## src/rtl/ccd_cfg.svh

```systemverilog
// Timing counts and encodings for the card detect block.
`ifndef CCD_CFG_SVH
`define CCD_CFG_SVH

`define CCD_CLK_HZ        10000000
`define CCD_OSC_HZ        16000
`define CCD_OSC_DIV       (`CCD_CLK_HZ / `CCD_OSC_HZ)
`define CCD_DEBOUNCE_MS   50
`define CCD_DEBOUNCE_TICKS ((`CCD_DEBOUNCE_MS * `CCD_OSC_HZ + 999) / 1000)
`define CCD_TICK_W        10
`define CCD_DIV_W         10
`define CCD_FM_SOCKETS    4

// Contact codes per pin: ground, open, tied to a partner contact.
`define CCD_PIN_GND       2'h0
`define CCD_PIN_OPEN      2'h1
`define CCD_PIN_TIED      2'h2

`endif

```

## src/rtl/ccd_pkg.sv

```systemverilog
// Types shared by the card detect block.
package ccd_pkg;

	typedef enum logic [1:0] {
		CCD_SOCK_EMPTY = 2'h0,
		CCD_SOCK_CARD  = 2'h1,
		CCD_SOCK_POWER = 2'h2
	} ccd_sock_e;

	typedef enum logic [2:0] {
		CCD_TYPE_NONE    = 3'h0,
		CCD_TYPE_PC16    = 3'h1,
		CCD_TYPE_CARDBUS = 3'h2,
		CCD_TYPE_USB     = 3'h3
	} ccd_type_e;

	typedef struct packed {
		logic card_detect_one;
		logic card_detect_two;
		logic voltage_sense_one;
		logic voltage_sense_two;
		logic [1:0] tie_cd1;
		logic [1:0] tie_cd2;
	} ccd_contacts_s;

	typedef struct packed {
		ccd_type_e card_type;
		logic      volt_5v;
		logic      volt_3v;
		logic      volt_xv;
		logic      volt_yv;
		logic      low_volt_card_flag;
		logic      extra_volt_card_flag;
	} ccd_status_s;

endpackage

```

## src/rtl/ccd_debounce.sv

```systemverilog
// Insertion filter for one active-low detect contact.
`timescale 1ns/1ps
`include "ccd_cfg.svh"
module ccd_debounce #(
	// Insertion interval in slow ticks; must fit the counter width.
	parameter int DEB_TICKS = `CCD_DEBOUNCE_TICKS
) (
	input  wire logic ref_clk_i,
	input  wire logic rst_n_i,
	input  wire logic tick_i,
	input  wire logic raw_n_i,
	output logic      present_o
);
	import ccd_pkg::*;

	typedef struct packed {
		logic [`CCD_TICK_W-1:0] cnt;
		logic                   present;
	} ccd_deb_s;

	ccd_deb_s st_q;
	ccd_deb_s st_d;

	always_comb begin
		st_d = st_q;
		if (raw_n_i) begin
			// Removal is immediate and restarts the interval.
			st_d.cnt = '0;
			st_d.present = 1'b0;
		end else if (!st_q.present && tick_i) begin
			if (st_q.cnt == `CCD_TICK_W'(DEB_TICKS - 1)) begin
				st_d.present = 1'b1;
			end else begin
				st_d.cnt = st_q.cnt + `CCD_TICK_W'(1);
			end
		end
	end

	always_ff @(posedge ref_clk_i) begin
		if (!rst_n_i) begin
			st_q <= '0;
		end else begin
			st_q <= st_d;
		end
	end

	assign present_o = st_q.present;
endmodule // ccd_debounce

```

## src/rtl/ccd_sock_fsm.sv

```systemverilog
// Three-state detect and power sequence for one socket.
`timescale 1ns/1ps
module ccd_sock_fsm (
	input  wire logic     ref_clk_i,
	input  wire logic     rst_n_i,
	input  wire logic     present_i,
	input  wire logic     power_req_i,
	output ccd_pkg::ccd_sock_e state_o
);
	import ccd_pkg::*;

	typedef struct packed {
		ccd_sock_e state;
	} ccd_fsm_s;

	ccd_fsm_s st_q;
	ccd_fsm_s st_d;

	always_comb begin
		st_d = st_q;
		case (st_q.state)
			CCD_SOCK_EMPTY: begin
				if (present_i) st_d.state = CCD_SOCK_CARD;
			end
			CCD_SOCK_CARD: begin
				if (!present_i) st_d.state = CCD_SOCK_EMPTY;
				else if (power_req_i) st_d.state = CCD_SOCK_POWER;
			end
			CCD_SOCK_POWER: begin
				if (!present_i) st_d.state = CCD_SOCK_EMPTY;
				else if (!power_req_i) st_d.state = CCD_SOCK_CARD;
			end
			default: st_d.state = CCD_SOCK_EMPTY;
		endcase
	end

	always_ff @(posedge ref_clk_i) begin
		if (!rst_n_i) begin
			st_q.state <= CCD_SOCK_EMPTY;
		end else begin
			st_q <= st_d;
		end
	end

	assign state_o = st_q.state;
endmodule // ccd_sock_fsm

```

## src/rtl/ccd_top.sv

```systemverilog
// Socket card detection, insertion filtering and socket power sequencing.
// Contract
// - 1.8V CardBus, select zero sets low flag.
// - 1.8V CardBus, select one sets extra flag.
// - Insertion into cold socket starts interrogation.
// - Classify from four detect and sense contacts.
// - Recognise USB custom cards.
// - Other custom cards report empty socket.
// - Flash detect low means socket occupied.
// - Flash insertion accepted after 50 ms stable.
// - Flash removal reported immediately.
// - Flash decisions use filtered detect only.
// - Flash socket has three power states.
// - Smart card detect low means occupied.
// - Smart card insertion needs 50 ms stable.
// - Smart card removal registered at once.
// - Smart card decisions use filtered detect.
// - Smart card socket has three states.
// - Slow 16 kHz tick drives interrogation.
`timescale 1ns/1ps
`include "ccd_cfg.svh"
module ccd_top #(
	// Silicon keeps the default; a bench may shorten the interval.
	parameter int DEB_TICKS = `CCD_DEBOUNCE_TICKS
) (
	// Clock and reset
	input  wire logic                 ref_clk_i,
	input  wire logic                 rst_n_i,
	// PC Card socket contacts
	input  wire ccd_pkg::ccd_contacts_s contacts_i,
	input  wire logic                 supply_switch_select_i,
	// Flash media and smart card detect contacts
	input  wire logic                 sd_socket_present_n_i,
	input  wire logic                 stick_socket_present_n_i,
	input  wire logic                 media_socket_present_n_i,
	input  wire logic                 picture_socket_present_n_i,
	input  wire logic                 smartcard_present_n_i,
	// Socket power requests
	input  wire logic [3:0]           fm_power_req_i,
	input  wire logic                 sc_power_req_i,
	// Status
	output ccd_pkg::ccd_status_s      pc_status_o,
	output logic                      pc_interrogating_o,
	output logic [3:0]                fm_present_o,
	output logic [3:0]                fm_power_o,
	output logic                      sc_present_o,
	output logic                      sc_power_o
);
	import ccd_pkg::*;

	typedef struct packed {
		logic [`CCD_DIV_W-1:0] div;
		logic                  tick;
		logic                  inserted;
		logic                  interrogating;
		ccd_status_s           status;
		logic [3:0]            fm_present;
		logic [3:0]            fm_power;
		logic                  sc_present;
		logic                  sc_power;
	} ccd_top_s;

	ccd_top_s      st_q;
	ccd_top_s      st_d;
	ccd_status_s   decode;
	logic [4:0]    raw_n;
	logic [4:0]    filt;
	logic [4:0]    pwr_req;
	ccd_sock_e     sock_st [5];
	logic          card_in;

	assign raw_n = {smartcard_present_n_i, picture_socket_present_n_i,
		media_socket_present_n_i, stick_socket_present_n_i,
		sd_socket_present_n_i};
	assign pwr_req = {sc_power_req_i, fm_power_req_i};

	// Card is in when either detect contact is grounded.
	assign card_in = !contacts_i.card_detect_one ||
		!contacts_i.card_detect_two;

	always_comb begin
		logic g1;
		logic g2;
		logic s1o;
		logic s2o;
		g1 = 1'b0;
		g2 = 1'b0;
		s1o = 1'b0;
		s2o = 1'b0;
		decode = '0;
		decode.card_type = CCD_TYPE_NONE;
		g1 = (contacts_i.tie_cd1 == `CCD_PIN_GND);
		g2 = (contacts_i.tie_cd2 == `CCD_PIN_GND);
		s1o = contacts_i.voltage_sense_one;
		s2o = contacts_i.voltage_sense_two;
		if (g1 && g2) begin
			// 16-bit cards: both detects grounded.
			decode.card_type = CCD_TYPE_PC16;
			decode.volt_5v = s1o;
			decode.volt_3v = !s1o;
			decode.volt_xv = !s2o;
		end else if (contacts_i.tie_cd1 == `CCD_PIN_TIED && g2) begin
			decode.card_type = CCD_TYPE_CARDBUS;
			decode.volt_3v = 1'b1;
			decode.volt_xv = !s2o;
		end else if (g1 && contacts_i.tie_cd2 == `CCD_PIN_TIED) begin
			decode.card_type = CCD_TYPE_CARDBUS;
			decode.volt_3v = s1o;
			decode.volt_yv = !s1o;
			decode.low_volt_card_flag = s2o && !supply_switch_select_i;
			decode.extra_volt_card_flag = s2o && supply_switch_select_i;
		end else if (contacts_i.tie_cd1 == `CCD_PIN_TIED &&
			contacts_i.tie_cd2 == `CCD_PIN_TIED) begin
			if (!s1o && !s2o) decode.card_type = CCD_TYPE_USB;
		end
		if (decode.card_type == CCD_TYPE_NONE || !card_in) decode = '0;
	end

	for (genvar i = 0; i < 5; i++) begin : g_sock
		ccd_debounce #(.DEB_TICKS(DEB_TICKS)) u_deb (
			.ref_clk_i (ref_clk_i),
			.rst_n_i   (rst_n_i),
			.tick_i    (st_q.tick),
			.raw_n_i   (raw_n[i]),
			.present_o (filt[i])
		);
		ccd_sock_fsm u_fsm (
			.ref_clk_i   (ref_clk_i),
			.rst_n_i     (rst_n_i),
			.present_i   (filt[i]),
			.power_req_i (pwr_req[i]),
			.state_o     (sock_st[i])
		);
	end

	always_comb begin
		st_d = st_q;
		st_d.tick = 1'b0;
		if (st_q.div == `CCD_DIV_W'(`CCD_OSC_DIV - 1)) begin
			st_d.div = '0;
			st_d.tick = 1'b1;
		end else begin
			st_d.div = st_q.div + `CCD_DIV_W'(1);
		end
		st_d.inserted = card_in;
		if (card_in && !st_q.inserted) begin
			st_d.interrogating = 1'b1;
		end else if (st_q.interrogating && st_q.tick) begin
			st_d.interrogating = 1'b0;
			st_d.status = decode;
		end
		if (!card_in) begin
			st_d.interrogating = 1'b0;
			st_d.status = '0;
		end
		for (int i = 0; i < 4; i++) begin
			st_d.fm_present[i] = filt[i];
			st_d.fm_power[i] = (sock_st[i] == CCD_SOCK_POWER);
		end
		st_d.sc_present = filt[4];
		st_d.sc_power = (sock_st[4] == CCD_SOCK_POWER);
	end

	always_ff @(posedge ref_clk_i) begin
		if (!rst_n_i) begin
			st_q <= '0;
		end else begin
			st_q <= st_d;
		end
	end

	// Status is latched only after interrogation so a half-seated card
	// cannot flash a wrong type at software.
	assign pc_status_o = st_q.status;
	assign pc_interrogating_o = st_q.interrogating;
	assign fm_present_o = st_q.fm_present;
	assign fm_power_o = st_q.fm_power;
	assign sc_present_o = st_q.sc_present;
	assign sc_power_o = st_q.sc_power;
endmodule // ccd_top

```

## config.mk

```make
export PLATFORM = sky130hd
export DESIGN_NAME = ccd_top
export DESIGN_NICKNAME = d
export VERILOG_FILES = /design/src/rtl/ccd_pkg.sv /design/src/rtl/ccd_debounce.sv /design/src/rtl/ccd_sock_fsm.sv /design/src/rtl/ccd_top.sv
export VERILOG_INCLUDE_DIRS = /design/src /design/src/rtl
export SDC_FILE = /design/constraint.sdc
export NUM_CORES = 1
export LEC_CHECK = 0
export ABC_AREA = 1
export BUFFER_PORTS_ARGS = -buffer_cell sky130_fd_sc_hd__buf_2
export CELL_PAD_IN_SITES_DETAIL_PLACEMENT = 0
export CELL_PAD_IN_SITES_GLOBAL_PLACEMENT = 1
export CORE_ASPECT_RATIO = 1.1
export CORE_MARGIN = 1
export CORE_UTILIZATION = 30
export DETAILED_ROUTE_END_ITERATION = 8
export HOLD_SLACK_MARGIN = 0.05
export PLACE_DENSITY_LB_ADDON = 0.1
export SKIP_LAST_GASP = 1
export SLEW_MARGIN = 20
export SYNTH_ARGS = -nofsm -noshare
export SYNTH_HDL_FRONTEND = slang
export SYNTH_SLANG_ARGS = --single-unit
```

## constraint.sdc

```tcl
create_clock -name ref_clk_i -period 1.4 [get_ports ref_clk_i]
set_input_delay 0.28 -clock ref_clk_i [delete_from_list [all_inputs] [get_ports ref_clk_i]]
set_output_delay 0.28 -clock ref_clk_i [all_outputs]
set_load 0.005 [all_outputs]
```

==> impl_metrics.json, run 1 <==
{
  "design_area_mm2": 0.00594,
  "ff2ff_path_depth": 8,
  "finalHoldViolCount": 0,
  "dr.pass1.iters": 6,
  "die_w_um": 122,
  "ys_async_sr_fraction": 0,
  "ys_seq_area_frac": 0.404,
  "grt_max_degree": 16,
  "cts-root-buf": "clkbuf_16",
  "clock-sinks": 96,
  "drt_iter0_markers": 156,
  "initial_core_util": 0.311,
  "max-clock-path-buffers": 2,
  "synth_common_cells": "nand2_1, nor2_1, inv_1, dfxtp_1, a21oi_1",
  "drive_above_1_share": 0.226,
  "synthFlopType": "dfxtp_1",
  "syn_area_mm2": 0.00476,
  "status": "finished clean",
  "post-route-min-period_ns": 1.37,
  "crit_chain": "ha_4, nand2_4, nor2_4, nand3_2, nand2_4, clkinvlp_4, nor2_2, nor2_1",
  "synth_edf_count": 0,
  "fin_ws_ns": 0.0263,
  "instances_no_fill": 975,
  "pre_cts_slack_ns": -0.171,
  "place.detailed.instances": 952,
  "drv_cap": 0,
  "arrival_ns": 1.61,
  "synth_seq_cells": 96,
  "leakagePower_nw": 2.41,
  "skew_ns": 0.00582,
  "r2r_end": "g_sock[1].u_deb.st_q[2]",
  "first_global_vias": 4136,
  "syn_area_per_cell_um2": 6.88,
  "grt-ovfl-total": 0,
  "rsz0062_at_grt": "yes",
  "cts_max_level": 3,
  "yosysMostFrequentCell": "nand2_1",
  "rrSetupSlack_ns": 0.03,
  "reg2reg_from": "g_sock[1].u_deb.st_q[2]",
  "num_rows": 47,
  "path_clk_slew_ns": 0.07,
  "syn_inst": 692,
  "clk_latency_ns": 0.35,
  "gp_congestion": 0.775,
  "cp_common_cell": "nand2_4",
  "peakVddDrop_mv": 0.483,
  "hp-start": "sc_power_req_i",
  "port_buffers": 39,
  "worstSetupPathType": "register to register",
  "cts_tree": "done",
  "drt-total-wl_um": 10800,
  "routedWlPerCell_um": 11.1,
  "n_fill_cell": 1640,
  "diodes": 0,
  "yosys.area.top_type": "dfxtp_1",
  "setup-tns-final_ns": 0,
  "via_per_inst": 4.42,
  "die_h_um": 134,
  "synth.distinct_cells": 33,
  "drv_slew": 0,
  "synth_top_area_frac": 0.404,
  "placed_area_mm2": 0.00539,
  "timing.final.crit_share": 0.981,
  "numCtsBuffers": 9,
  "grt_usage": 0.141,
  "yosysWarnings": 0,
  "ios": 41,
  "syn2layout_area_growth_pct": 24.6,
  "drc": 0,
  "finalNetCount": 802,
  "power_w": 0.00533,
  "setup_viol": 0,
  "holdPathEnd": "g_sock[4].u_fsm.state_o[0]",
  "crit_path_start_kind": "register",
  "synth_fp_nets": 720,
  "hp-class": "input pin to register",
  "grt_pass1_wl_um": 18400,
  "die_area_mm2": 0.0164,
  "p_per_area_mw_per_mm2": 898,
  "antenna_found_initial": 0,
  "coreArea_mm2": 0.0153,
  "antenna_left": 0,
  "fmax_ghz": 0.728,
  "holdPathStages": 2,
  "crit_path_max_incr_delay_ns": 0.35,
  "hpwl_um": 7970,
  "cp.required_ns": 1.64,
  "critPathMaxFanout": 7,
  "slowest_stage": "dfxtp_2",
  "dr_total_vias": 4309,
  "worstSetupEndpointType": "register",
  "synthTopCellsByArea": "dfxtp_1, nand2_1, nor2_1"
}
flip-flops by register name (all words and copies together), names as in the netlist:
signal and cells:
pc_interrogating_o 1, fm_present_o 4, fm_power_o 4, sc_present_o 1, g_sock.u_deb.present_o 5, g_sock.u_deb.st_q 50
sc_power_o 1, pc_status_o 8, g_sock.u_fsm.state_o 10, st_q 12
area by class of cell:
type	count	area, µm²	share of cell area
multi-input cells	473	2470	0.415
clock inverters	4	28.8	0.00485
inverters	101	383	0.0645
repair buffers	93	617	0.104
clock buffers	12	256	0.0432
flip-flops and latches	96	1940	0.327
well taps	196	245	0.0413
timing repair:
| action | CTS | global route |
|---|---|---|
| buffers inserted | 1 | 5 |
| resized for setup | 7 | 51 |
| gates cloned | 0 | 1 |
| endpoints found under the setup margin | 19 | 58 |
| hold buffers | 0 | 0 |
| pin swaps | 2 | 13 |
per-stage QoR:
step | util | hold slack (ns)
after global routing | 0.388 | 0.138
after detailed placement | 0.353 | 0.453
final | 0.388 | 0.137
after floorplan | - | 0.371
after CTS | 0.374 | 0.123
after global placement | 0.353 | 0.448
layout by cell type, fill, tap and decap left out, drive strengths merged:
cell        n
o21ai      24
or2         2
nor2      122
o21a        5
buf        93
clkbuf     12
inv       100
and3        1
nand2     165
a211oi      2
a221oi      2
and2        1
o211ai      2
a21oi      49
clkinvlp    3
nand4      14
o21bai      1
dfxtp      96
a311oi      1
xor2       17
nand3      44
conb        1
ha          7
nor3       12
xnor2       1
clkinv      2
layer usage:
metal | vias to the layer above | part of all wire | track usage | wire length, µm
li1 | 2326 | - | - | -
met1 | 1929 | 0.47 | 0.171 | 5080
met2 | 42 | 0.48 | 0.241 | 5220
met3 | 12 | 0.026 | 0.0272 | 283
met4 | 0 | 0.018 | 0.0589 | 190
met5 | - | 0 | 0 | 0
worst max-delay path by stage:
stage          cells after the start  slack [ns]                 endpoint               startpoint
6_report                           8        0.03  g_sock[1].u_deb.st_q[2]  g_sock[1].u_deb.st_q[2]
5_1_grt                            8       -0.08  g_sock[1].u_deb.st_q[2]  g_sock[1].u_deb.st_q[2]
4_1_cts                           10       0.001  g_sock[3].u_deb.st_q[8]  g_sock[3].u_deb.st_q[2]
3_5_place_dp                       8       -0.17  g_sock[2].u_deb.st_q[8]  g_sock[2].u_deb.st_q[2]
3_3_place_gp                       9       -0.13  g_sock[2].u_deb.st_q[3]  g_sock[2].u_deb.st_q[2]
2_1_floorplan                      9        0.02  g_sock[2].u_deb.st_q[2]  g_sock[2].u_deb.st_q[1]
cells by family (layout without fill, tap and decap cells):
group,Yosys count,count (layout),synth area share
AOI/OAI and AO/OA,86,86,0.0988
xor gates and xnor gates,18,18,0.0331
adders and majority gates,7,7,0.0184
buffers and inverters,124,210,0.116
DFF,96,96,0.404
other,1,1,0.000787
and+or+nand+nor,360,361,0.329
critical path, delay by kind of cell, from the launching register on:
kind                       cells  cell delay [ns]
buffers and inverters          1             0.17
and+or+nand+nor                6             0.60
adders and majority gates      1             0.15
DFF                            1             0.35
report_power, final:
| part | total, W | leakage, nW | internal, W | switching, W |
|---|---|---|---|---|
| registers | 0.00275 | 0.780 | 0.00274 | 0.00000880 |
| logic | 0.000212 | 1.50 | 0.0000875 | 0.000124 |
| clock network | 0.00237 | 0.135 | 0.00130 | 0.00107 |
| total | 0.00533 | 2.41 | 0.00413 | 0.00120 |
No activity file was read; power rests on OpenSTA's default activity.
==> run 2: changes to the inputs <==
Settings changed: RECOVER_POWER set to 100.
==> impl_metrics.json, run 2 (same netlist as run 1, synthesis figures left out) <==
{
  "grt_usage": 0.141,
  "ios": 41,
  "crit_path_max_incr_delay_ns": 0.35,
  "initial_core_util": 0.311,
  "fmax_ghz": 0.728,
  "p_clk_frac": 0.444,
  "peakVddDrop_mv": 0.483,
  "cp_common_cell": "nand2_4",
  "routedWlPerCell_um": 11.1,
  "placed_area_mm2": 0.00539,
  "layout_commonest_cell": "nand2_1",
  "hpwl_um": 7970,
  "grt-ovfl-total": 0,
  "worstSetupEndpointType": "register",
  "first_global_vias": 4136,
  "max-clock-path-buffers": 2,
  "layout_common_cells": "nand2_1, nor2_1, inv_1, dfxtp_1",
  "netSwitchingFraction": 0.225,
  "coreArea_mm2": 0.0153,
  "seqPwrFrac": 0.516,
  "num_rows": 47,
  "combPwrFrac": 0.040,
  "setup_viol": 0,
  "antenna_left": 0,
  "finalNetCount": 802,
  "numCtsBuffers": 9,
  "finalHoldViolCount": 0,
  "skew_ns": 0.00480,
  "n_fill_cell": 1649,
  "antenna_found_initial": 0,
  "hp-start": "sc_power_req_i",
  "die_area_mm2": 0.0164,
  "post-route-min-period_ns": 1.37,
  "design_area_mm2": 0.00591,
  "instances_no_fill": 975,
  "drc": 0,
  "timing.final.crit_share": 0.981,
  "die_w_um": 122,
  "postCtsHoldBufs": 0,
  "dr.pass1.iters": 7,
  "die_h_um": 134,
  "place.detailed.instances": 952,
  "port_buffers": 39,
  "cts_tree": "done",
  "worstSetupPathType": "register to register",
  "slowest_stage": "dfxtp_2",
  "drive_above_1_share": 0.209,
  "crit_path_start_kind": "register",
  "via_per_inst": 4.42,
  "drv_slew": 0,
  "holdPathStages": 2,
  "crit_chain": "ha_4, nand2_4, nor2_4, nand3_2, nand2_4, clkinvlp_4, nor2_2, nor2_1",
  "netSwitchingPower_w": 0.00120,
  "diodes": 0,
  "cp.required_ns": 1.64,
  "drt-total-wl_um": 10800,
  "largest_register_ffs": 50,
  "p_per_area_mw_per_mm2": 901,
  "holdPathEnd": "g_sock[4].u_fsm.state_o[0]",
  "grt_max_degree": 16,
  "grt_pass1_wl_um": 18400,
  "gp_congestion": 0.775,
  "drt_iter0_markers": 154,
  "hp-class": "input pin to register",
  "arrival_ns": 1.61,
  "intPower_w": 0.00413,
  "drv_cap": 0,
  "cts_max_level": 3,
  "leakagePower_nw": 2.36,
  "reg2reg_from": "g_sock[1].u_deb.st_q[2]",
  "syn2layout_area_growth_pct": 24.1,
  "dr_total_vias": 4312,
  "regMostFlops": "g_sock.u_deb.st_q",
  "rrSetupSlack_ns": 0.03,
  "ff2ff_path_depth": 8,
  "status": "finished clean",
  "critPathMaxFanout": 7,
  "r2r_end": "g_sock[1].u_deb.st_q[2]",
  "clk_latency_ns": 0.34,
  "clock-sinks": 96,
  "cts-root-buf": "clkbuf_16",
  "path_clk_slew_ns": 0.07,
  "rsz0062_at_grt": "yes"
}
==> run 2: through the flow <==
| step | power (W) | utilization | setup WS (ns) | hold WS, ns | TNS (ns) |
|---|---|---|---|---|---|
| floorplan | 0.00292 | - | 0.0219 | 0.371 | 0 |
| global placement | 0.00302 | 0.353 | -0.135 | 0.448 | -0.951 |
| detailed placement | 0.00303 | 0.353 | -0.171 | 0.453 | -1.82 |
| CTS | 0.00544 | 0.374 | 0.00108 | 0.123 | 0 |
| global route | 0.00557 | 0.387 | -0.0776 | 0.138 | -0.563 |
| finish | 0.00533 | 0.387 | 0.0261 | 0.138 | 0 |
==> run 2: routing by layer <==
layer	global-route usage	vias to the layer above	wire length (µm)	share of wire
li1	-	2329	-	-
met1	0.171	1934	5120	0.47
met2	0.241	38	5250	0.49
met3	0.0272	11	249	0.023
met4	0.0589	0	181	0.017
met5	0	-	0	0
==> run 2: worst max-delay path by stage <==
| stage | slack (ns) | to | start |
|---|---|---|---|
| 5_1_grt | -0.08 | g_sock[1].u_deb.st_q[2] | g_sock[1].u_deb.st_q[2] |
| 3_5_place_dp | -0.17 | g_sock[2].u_deb.st_q[8] | g_sock[2].u_deb.st_q[2] |
| 6_report | 0.03 | g_sock[1].u_deb.st_q[2] | g_sock[1].u_deb.st_q[2] |
| 4_1_cts | 0.001 | g_sock[3].u_deb.st_q[8] | g_sock[3].u_deb.st_q[2] |
| 3_3_place_gp | -0.13 | g_sock[2].u_deb.st_q[3] | g_sock[2].u_deb.st_q[2] |
| 2_1_floorplan | 0.02 | g_sock[2].u_deb.st_q[2] | g_sock[2].u_deb.st_q[1] |
==> run 2: critical path, delay by kind of cell (launching register included) <==
family,cells,cell delay (ns)
adder cells (fa/ha/maj),1,0.15
AND/OR/NAND/NOR,6,0.60
buffers and inverters,1,0.17
flip-flops,1,0.35
==> run 2: final cells by class <==
class | count | area [µm²] | area share
Timing Repair Buffer | 93 | 593 | 0.100
Clock buffer | 12 | 256 | 0.0434
Inverter | 101 | 383 | 0.0648
Multi-Input combinational cell | 473 | 2470 | 0.417
Sequential cell | 96 | 1940 | 0.328
Clock inverter | 4 | 28.8 | 0.00487
Tap cell | 196 | 245 | 0.0415
==> run 2: power groups by stage <==
stage	clock network [W]	logic, W	registers (W)
CTS	0.00248	0.000215	0.00275
detailed placement	0	0.000214	0.00281
global placement	0	0.000212	0.00281
floorplan	0	0.000106	0.00281
global route	0.00258	0.000240	0.00275
finish	0.00237	0.000210	0.00275
==> run 2: timing repair <==
item | 4_1_cts | 5_1_grt
setup buffers | 1 | 5
pin swaps | 2 | 13
gates resized for setup | 7 | 51
endpoints found under the setup margin | 19 | 58
gates cloned | 0 | 1
